**src/urcs_defs.vh**
```
/*
 * constants for the uart receive channel setup block: register offsets,
 * field positions, encodings, reset values and status bit positions.
 * assumes it is included once per compile unit by its bare name.
 */
`ifndef URCS_DEFS_VH
`define URCS_DEFS_VH

// ----------------------------------------------------------------------
// register offsets (byte addresses, one word each)
// ----------------------------------------------------------------------
`define URCS_OFF_PAIR_MODE 8'h00
`define URCS_OFF_SETUP 8'h04
`define URCS_OFF_BAUD 8'h08
`define URCS_OFF_STATUS 8'h0C
`define URCS_OFF_MASK 8'h10
`define URCS_OFF_DATA 8'h14

// ----------------------------------------------------------------------
// paired channel mode register fields
// ----------------------------------------------------------------------
`define URCS_PM_IRQ_SRC 0
`define URCS_PM_MODE_LO 1
`define URCS_PM_CLK_SEL 14
`define URCS_PM_PRESC_SEL 15
`define URCS_MODE_UART 2'h1
`define URCS_PAIR_MODE_RST 16'h0022

// ----------------------------------------------------------------------
// setup register fields and encodings
// ----------------------------------------------------------------------
`define URCS_SU_DIR 7
`define URCS_SU_ERR_EN 10
`define URCS_LEN_9 2'h1
`define URCS_LEN_7 2'h2
`define URCS_LEN_8 2'h3
`define URCS_STOP_ONE 2'h1
`define URCS_PAR_NONE 2'h0
`define URCS_PAR_ZERO 2'h1
`define URCS_PAR_EVEN 2'h2
`define URCS_PAR_ODD 2'h3
`define URCS_SETUP_RST 16'h4097

// ----------------------------------------------------------------------
// status bits and baud divider
// ----------------------------------------------------------------------
`define URCS_ST_DONE 0
`define URCS_ST_ERR 1
`define URCS_ST_FRAME 2
`define URCS_ST_PARITY 3
`define URCS_ST_OVERRUN 4
`define URCS_BAUD_RST 16'h0010

`endif

```
**src/urcs_rx.v**
```verilog
/*
 * uart receive channel with its setup registers, a two-way prescaler
 * choice, sticky status with mask and one level interrupt.
 * assumes a simple strobe register port on SYS_CLK_I and an idle-high
 * receive line from a remote transmitter, asynchronous to the clock.
 */
`timescale 1ns/10ps
`include "urcs_defs.vh"

module urcs_rx #(
    parameter PRESC_A = 16'h0001,
    parameter PRESC_B = 16'h0004
) (
    input wire SYS_CLK_I,
    input wire RESET_N_I,
    input wire [7:0] ADDR_I,
    input wire [15:0] WDATA_I,
    input wire WR_I,
    input wire RD_I,
    input wire RXD_I,
    output reg [15:0] RDATA_O,
    output reg IRQ_O,
    output reg RX_DONE_IRQ_O,
    output reg RX_ERROR_IRQ_O
);

// ----------------------------------------------------------------------
// registers
// ----------------------------------------------------------------------
reg [15:0] pair_mode_ff;
reg [15:0] setup_ff;
reg [15:0] baud_ff;
reg [4:0] status_ff;
reg [4:0] mask_ff;
reg [8:0] data_ff;
reg data_full_ff;
reg rxd_s1_ff;
reg rxd_s2_ff;
reg rxd_s3_ff;
reg [15:0] presc_cnt_ff;
reg [15:0] baud_cnt_ff;
reg [1:0] state_ff;
reg [3:0] bit_cnt_ff;
reg [8:0] shift_ff;
reg par_ff;
reg [4:0] nxt_status;

localparam ST_IDLE = 2'd0;
localparam ST_START = 2'd1;
localparam ST_DATA = 2'd2;
localparam ST_TAIL = 2'd3;

wire [4:0] irq_events;
reg ev_done;
reg ev_err;
reg ev_frame;
reg ev_par;
reg ev_ovr;

// ----------------------------------------------------------------------
// helpers
// ----------------------------------------------------------------------
function [3:0] word_bits;
    input [1:0] len;
    begin
        case (len)
            `URCS_LEN_9: word_bits = 4'd9;
            `URCS_LEN_7: word_bits = 4'd7;
            default: word_bits = 4'd8;
        endcase
    end
endfunction

wire [1:0] op_mode = pair_mode_ff[`URCS_PM_MODE_LO+1:`URCS_PM_MODE_LO];
// uart only runs in uart mode with the divided op clock chosen
wire enabled = (op_mode == `URCS_MODE_UART)
    && !pair_mode_ff[`URCS_PM_CLK_SEL]
    && (setup_ff[15:14] == 2'b01);
wire [15:0] presc_div = pair_mode_ff[`URCS_PM_PRESC_SEL] ? PRESC_B
    : PRESC_A;
wire presc_tick = (presc_cnt_ff == 16'h0000);
wire [15:0] half_baud = {1'b0, baud_ff[15:1]};
wire baud_tick = presc_tick && (baud_cnt_ff == 16'h0000);
wire [3:0] nbits = word_bits(setup_ff[1:0]);
wire [1:0] par_mode = setup_ff[9:8];
wire lsb_first = setup_ff[`URCS_SU_DIR];
wire err_en = setup_ff[`URCS_SU_ERR_EN];
// transfer-end source is the only one supported; bit 0 set gives no done or error event
wire src_ok = !pair_mode_ff[`URCS_PM_IRQ_SRC];

// ----------------------------------------------------------------------
// input synchroniser and timing
// ----------------------------------------------------------------------
always @(posedge SYS_CLK_I or negedge RESET_N_I) begin
    if (!RESET_N_I) begin
        rxd_s1_ff <= 1'b1;
        rxd_s2_ff <= 1'b1;
        rxd_s3_ff <= 1'b1;
        presc_cnt_ff <= 16'h0000;
    end else begin
        rxd_s1_ff <= RXD_I;
        rxd_s2_ff <= rxd_s1_ff;
        rxd_s3_ff <= rxd_s2_ff;
        if (presc_tick) begin
            presc_cnt_ff <= presc_div - 16'h0001;
        end else begin
            presc_cnt_ff <= presc_cnt_ff - 16'h0001;
        end
    end
end

// ----------------------------------------------------------------------
// receive state machine
// ----------------------------------------------------------------------
always @(posedge SYS_CLK_I or negedge RESET_N_I) begin
    if (!RESET_N_I) begin
        state_ff <= ST_IDLE;
        bit_cnt_ff <= 4'h0;
        shift_ff <= 9'h000;
        par_ff <= 1'b0;
        baud_cnt_ff <= 16'h0000;
        data_ff <= 9'h000;
        data_full_ff <= 1'b0;
        ev_done <= 1'b0;
        ev_err <= 1'b0;
        ev_frame <= 1'b0;
        ev_par <= 1'b0;
        ev_ovr <= 1'b0;
    end else begin
        ev_done <= 1'b0;
        ev_err <= 1'b0;
        ev_frame <= 1'b0;
        ev_par <= 1'b0;
        ev_ovr <= 1'b0;
        // reading the data word frees the buffer for the next frame
        if (RD_I && ADDR_I == `URCS_OFF_DATA) begin
            data_full_ff <= 1'b0;
        end
        if (presc_tick && baud_cnt_ff != 16'h0000) begin
            baud_cnt_ff <= baud_cnt_ff - 16'h0001;
        end
        case (state_ff)
            ST_IDLE: begin
                if (enabled && rxd_s3_ff && !rxd_s2_ff) begin
                    state_ff <= ST_START;
                    baud_cnt_ff <= half_baud;
                end
            end
            ST_START: begin
                if (baud_tick) begin
                    // a start bit gone high by mid-bit was a glitch
                    state_ff <= rxd_s2_ff ? ST_IDLE : ST_DATA;
                    baud_cnt_ff <= baud_ff;
                    bit_cnt_ff <= 4'h0;
                    shift_ff <= 9'h000;
                    par_ff <= 1'b0;
                end
            end
            ST_DATA: begin
                if (baud_tick) begin
                    baud_cnt_ff <= baud_ff;
                    par_ff <= par_ff ^ rxd_s2_ff;
                    if (lsb_first) begin
                        shift_ff[bit_cnt_ff] <= rxd_s2_ff;
                    end else begin
                        shift_ff <= {shift_ff[7:0], rxd_s2_ff};
                    end
                    bit_cnt_ff <= bit_cnt_ff + 4'h1;
                    if (bit_cnt_ff == nbits - 4'h1) begin
                        state_ff <= ST_TAIL;
                        bit_cnt_ff <= 4'h0;
                    end
                end
            end
            ST_TAIL: begin
                if (baud_tick) begin
                    baud_cnt_ff <= baud_ff;
                    if (par_mode != `URCS_PAR_NONE && bit_cnt_ff == 4'h0) begin
                        bit_cnt_ff <= 4'h1;
                        // zero parity: bit is consumed, never checked
                        if (par_mode == `URCS_PAR_EVEN) begin
                            ev_par <= par_ff ^ rxd_s2_ff;
                        end else if (par_mode == `URCS_PAR_ODD) begin
                            ev_par <= ~(par_ff ^ rxd_s2_ff);
                        end
                    end else begin
                        // only one stop bit is checked
                        state_ff <= ST_IDLE;
                        data_ff <= shift_ff;
                        data_full_ff <= 1'b1;
                        ev_frame <= !rxd_s2_ff;
                        ev_ovr <= data_full_ff;
                        ev_done <= 1'b1;
                    end
                end
            end
            default: state_ff <= ST_IDLE;
        endcase
    end
end

// ----------------------------------------------------------------------
// interrupt routing: error frames go to the error line when enabled
// ----------------------------------------------------------------------
reg par_seen_ff;
always @(posedge SYS_CLK_I or negedge RESET_N_I) begin
    if (!RESET_N_I) begin
        par_seen_ff <= 1'b0;
    end else if (ev_done) begin
        par_seen_ff <= 1'b0;
    end else if (ev_par) begin
        par_seen_ff <= 1'b1;
    end
end
wire frame_err = par_seen_ff | ev_frame | ev_ovr;
wire fire_err = ev_done && frame_err && err_en && src_ok;
wire fire_done = ev_done && !(frame_err && err_en) && src_ok;

assign irq_events = {ev_ovr, ev_par, ev_frame, fire_err, fire_done};

// ----------------------------------------------------------------------
// register port and status
// ----------------------------------------------------------------------
always @* begin
    nxt_status = status_ff;
    if (WR_I && ADDR_I == `URCS_OFF_STATUS) begin
        nxt_status = status_ff & ~WDATA_I[4:0];
    end
    // a new event wins over a clear in the same cycle
    nxt_status = nxt_status | irq_events;
end

always @(posedge SYS_CLK_I or negedge RESET_N_I) begin
    if (!RESET_N_I) begin
        pair_mode_ff <= `URCS_PAIR_MODE_RST;
        setup_ff <= `URCS_SETUP_RST;
        baud_ff <= `URCS_BAUD_RST;
        status_ff <= 5'h00;
        mask_ff <= 5'h00;
        RDATA_O <= 16'h0000;
        IRQ_O <= 1'b0;
        RX_DONE_IRQ_O <= 1'b0;
        RX_ERROR_IRQ_O <= 1'b0;
    end else begin
        status_ff <= nxt_status;
        IRQ_O <= |(nxt_status & mask_ff);
        RX_DONE_IRQ_O <= fire_done;
        RX_ERROR_IRQ_O <= fire_err;
        if (WR_I) begin
            if (ADDR_I == `URCS_OFF_PAIR_MODE) begin
                pair_mode_ff <= WDATA_I;
            end else if (ADDR_I == `URCS_OFF_SETUP) begin
                setup_ff <= WDATA_I;
            end else if (ADDR_I == `URCS_OFF_BAUD) begin
                baud_ff <= WDATA_I;
            end else if (ADDR_I == `URCS_OFF_MASK) begin
                mask_ff <= WDATA_I[4:0];
            end
        end
        RDATA_O <= 16'h0000;
        if (RD_I) begin
            if (ADDR_I == `URCS_OFF_PAIR_MODE) begin
                RDATA_O <= pair_mode_ff;
            end else if (ADDR_I == `URCS_OFF_SETUP) begin
                RDATA_O <= setup_ff;
            end else if (ADDR_I == `URCS_OFF_BAUD) begin
                RDATA_O <= baud_ff;
            end else if (ADDR_I == `URCS_OFF_STATUS) begin
                RDATA_O <= {11'h000, status_ff};
            end else if (ADDR_I == `URCS_OFF_MASK) begin
                RDATA_O <= {11'h000, mask_ff};
            end else if (ADDR_I == `URCS_OFF_DATA) begin
                RDATA_O <= {7'h00, data_ff};
            end
        end
    end
end

endmodule

```
**config.mk**
```make
export PLATFORM = sky130hd
export DESIGN_NAME = urcs_rx
export DESIGN_NICKNAME = d
export VERILOG_FILES = /design/src/urcs_rx.v
export VERILOG_INCLUDE_DIRS = /design/src
export SDC_FILE = /design/constraint.sdc
export NUM_CORES = 1
export LEC_CHECK = 0
export BUFFER_PORTS_ARGS = -buffer_cell sky130_fd_sc_hd__buf_2
export CAP_MARGIN = 10
export CORE_UTILIZATION = 30
export CTS_BUF_LIST = sky130_fd_sc_hd__clkbuf_16
export DETAILED_ROUTE_END_ITERATION = 8
export SYNTH_ARGS = -nofsm -noshare
export SYNTH_HDL_FRONTEND = slang
export SYNTH_SLANG_ARGS = --single-unit
```
**constraint.sdc**
```tcl
create_clock -name SYS_CLK_I -period 3 [get_ports SYS_CLK_I]
set_input_delay 0.45 -clock SYS_CLK_I [delete_from_list [all_inputs] [get_ports SYS_CLK_I]]
set_output_delay 0.45 -clock SYS_CLK_I [all_outputs]
set_load 0.1 [all_outputs]
```
==> out/results.txt <==
Final Critical Period - 2.58 ns
Clock root cell - clkbuf_16
Grt ovf - 0
Top Layer Used - met4
Largest family of logic cells by synthesized area - simple AND/OR/NAND/NOR gates
Syn Nets - 726
Mapped Cells - 687
Maximum clock frequency - 387 MHz
Die width - 157 um
PwrDens - 610 nW/um2
Mapped Area - 7240 um2
Fillers - 2,355
Crit path from - bit_cnt_ff[0]$_DFFE_PN0P_
Hold Path Origin - RXD_I
WP data arrival - 2.88 ns
Met3 WL - 886 um
Hold Crit Class - primary input to register
Post-route setup TNS - 0 ns
Met1 wire length - 8760 um
Asr flop ratio synth - 100%
Vias in the first global route - 5,329
Vias post-DR - 5,513
Startpoint Class - register
GPL Wtd Cong - 0.853
Cts hold-fix bufs - 1
Routed wl met2 - 8440 um
Top FF cell, synth - dfrtp_1
Reg-to-reg endpoint - data_ff[4]$_DFFE_PN0P_
Initial cell density of the core - 30.8%
Reg area - 3590 um2
RSZ-0062 raised after global routing - false
Netlist cell types - 64
FF-to-FF path depth - 7
Post-route DRC - 0
Ant. Diodes - 0
First-pass GRT wire length - 29,600 um
Crit path kind - register to register
Largest net degree at the start of global routing - 68
Layout area overhead - 17.6%
CP max FO - 10
Post-synthesis adder-cell area fraction - 1.73%
CTS H-tree depth - 4
Total CTS buffers - 17
Row count - 56
Die Y - 157 um
Total Nets Final - 776
Outcome - finished clean
Multiplexer share of the synthesized area - 12.5%
WL final - 18,400 um
Layout cells sized above 1 - 26.0%
Hold-critical path depth - 1
Clock Skew - 0.00916 ns
HPWL after DPL - 13,000 um
PostCTS Resize Cnt - 0
Req. time, crit path - 3.30 ns
Fin crit share - 86.1%
Reg-to-reg setup timing slack - 0.42 ns
Peak supply drop - 0.356 mV
Iter 0 DRT Violations - 411
Clock latency on the worst-skew pair - 0.42 ns
Sequential share of the synthesized area - 49.6%
Initial antenna violation count - 0
Io pins - 48
# setup viols final - 0
Leak pwr - 3.92 nW
Mean number of vias per cell - 5.16
Routed WL per cell - 17.2 um
TritonCTS sink count - 143
Slew @ Worst Pin - 0.850 ns
Hold Fails Final Rpt - 0
Synth Area in Compound Gates - 13.2%
Register bit total from synthesis - 143
Tot GR Track Use - 15.7%
Hold EP - rxd_s1_ff$_DFF_PN1_
CTS tree - built
YS warnings - 0
Slew HR - 43.1%
Core ar. - 23,500 um2
Final Slew Violations - 0
Syn Area/Cell - 10.5 um2
Power, Total - 5.19 mW
I/O Buffers - 47
Crit path capture type - register
Clock-pin slew on the worst setup and hold paths - 0.06 ns
Post-Synth XOR/XNOR Area - 2.42%
Post-Synth Simple-Gate Area - 17.2%
Multi-input gate area - 3400 um2
TritonRoute pass-1 iters - 4
Post CTS Setup Buffer Count - 0
Die area - 24,800 um2
Maxcap violations - 0
Max clock buf depth - 2
Reg2Reg Launch Point - bit_cnt_ff[0]$_DFFE_PN0P_
Detail Route Antenna Nets - 0
Number of synthesized flops with an enable pin - 0
-- where the power goes --
| part | switching, mW | total (mW) | internal [mW] |
|---|---|---|---|
| combinational | 0.363 | 0.637 | 0.274 |
| clock | 0.829 | 2.29 | 1.46 |
| sequential | 0.181 | 2.27 | 2.09 |
-- critical path, stage by stage, from the launching register on --
cell and delay [ns]:
dfrtp_1 0.48, inv_1 0.12, ha_1 0.24, or3b_2 0.52, nor2_1 0.27, nor2_1 0.13
and3_1 0.36, mux2_2 0.34
-- stage by stage --
stage / cell area [um2] / utilization (%) / cells / worst slack (ns) / hold WS (ns)
global route: 8510 / 36.2 / 1069 / 0.228 / 0.122
finish: 8510 / 36.2 / 1069 / 0.417 / 0.138
global placement: 7870 / 33.4 / 1036 / 0.437 / 0.349
floorplan: 7240 / - / 687 / 0.600 / 0.154
detailed placement: 7870 / 33.4 / 1036 / 0.410 / 0.347
CTS: 8510 / 36.2 / 1069 / 0.407 / 0.120
-- cells in the final DEF, fill, tap and decap left out, drive strengths merged, types with 6 or more instances in the layout --
cell type | netlist | routed
o221a | 6 | 6
o31ai | 8 | 8
nor3 | 14 | 14
nor4 | 19 | 19
mux2 | 68 | 68
nand2 | 37 | 37
o22ai | 16 | 16
inv | 16 | 20
o21ai | 25 | 25
and3 | 7 | 7
xnor2 | 15 | 15
ha | 10 | 10
nand3 | 20 | 20
nand2b | 6 | 6
mux2i | 10 | 10
buf | 11 | 68
a22oi | 7 | 7
dfstp | 12 | 12
clkbuf | 27 | 17
dfrtp | 131 | 131
nor2b | 14 | 14
a21oi | 44 | 44
or4 | 10 | 10
or2 | 7 | 7
a31oi | 9 | 9
nor2 | 66 | 66
-- logic make-up after synthesis --
group / count (synthesis)
AO/OA/AOI/OAI: 147
XOR/XNOR: 20
adder cells (fa/ha/maj): 10
buffers and inverters: 55
flip-flops: 143
multiplexers: 78
AND/OR/NAND/NOR: 234
-- state kept, by name, indices dropped and copies added (netlist names), 4 cells and up, named ones only --
register	cells
setup_ff	16
bit_cnt_ff	4
baud_ff	16
presc_cnt_ff	16
mask_ff	5
baud_cnt_ff	16
shift_ff	9
data_ff	9
pair_mode_ff	16
status_ff	5
RDATA_O	16
-- cell usage after synthesis, types with 5 or more instances --
cell / count / share of area [%]
nor3_1: 13 / 0.90
a31oi_1: 9 / 0.78
ha_1: 10 / 1.7
inv_1: 16 / 0.83
o221a_2: 6 / 0.93
and3_1: 7 / 0.60
xnor2_1: 15 / 1.8
o31ai_1: 8 / 0.83
nand2_1: 36 / 1.9
dfstp_2: 12 / 4.4
o21ai_0: 25 / 1.7
mux2_4: 10 / 2.1
nand4_1: 5 / 0.43
nand3_1: 20 / 1.4
clkbuf_1: 26 / 1.3
mux2i_1: 10 / 1.4
a21oi_1: 44 / 3.0
a22oi_1: 7 / 0.73
nor3b_1: 5 / 0.52
nor2_1: 66 / 3.4
dfrtp_1: 131 / 45
o22ai_1: 16 / 1.4
mux2_2: 58 / 9.0
or2_2: 6 / 0.52
nor2b_1: 14 / 1.2
or4_1: 9 / 0.93
xor2_1: 5 / 0.60
nand2b_1: 6 / 0.52
nor4_1: 17 / 1.5
-- area by class of cell --
class / count / area share [%]
Sequential cell: 143 / 42.2
Multi-Input combinational cell: 489 / 40.0
Clock buffer: 17 / 5.00
Timing Repair Buffer: 69 / 4.95
Tap cell: 319 / 4.69
Clock inverter: 15 / 2.43
Inverter: 17 / 0.750
-- routing by layer --
metal	up-vias	global-route usage (%)
met1	2747	21.9
met4	0	5.13
met5	-	0
met3	21	3.61
li1	2621	-
met2	124	23.7
-- how the worst max path moves through the flow --
stage | depth (start not counted) | slack, ns | to
CTS | 7 | 0.41 | data_ff[4]$_DFFE_PN0P_
global placement | 7 | 0.44 | data_ff[0]$_DFFE_PN0P_
detailed placement | 7 | 0.41 | data_ff[4]$_DFFE_PN0P_
floorplan | 7 | 0.60 | baud_ff[10]$_DFFE_PN0P_
finish | 7 | 0.42 | data_ff[4]$_DFFE_PN0P_
global route | 7 | 0.23 | data_ff[4]$_DFFE_PN0P_
(Power assumes the default switching activity.)
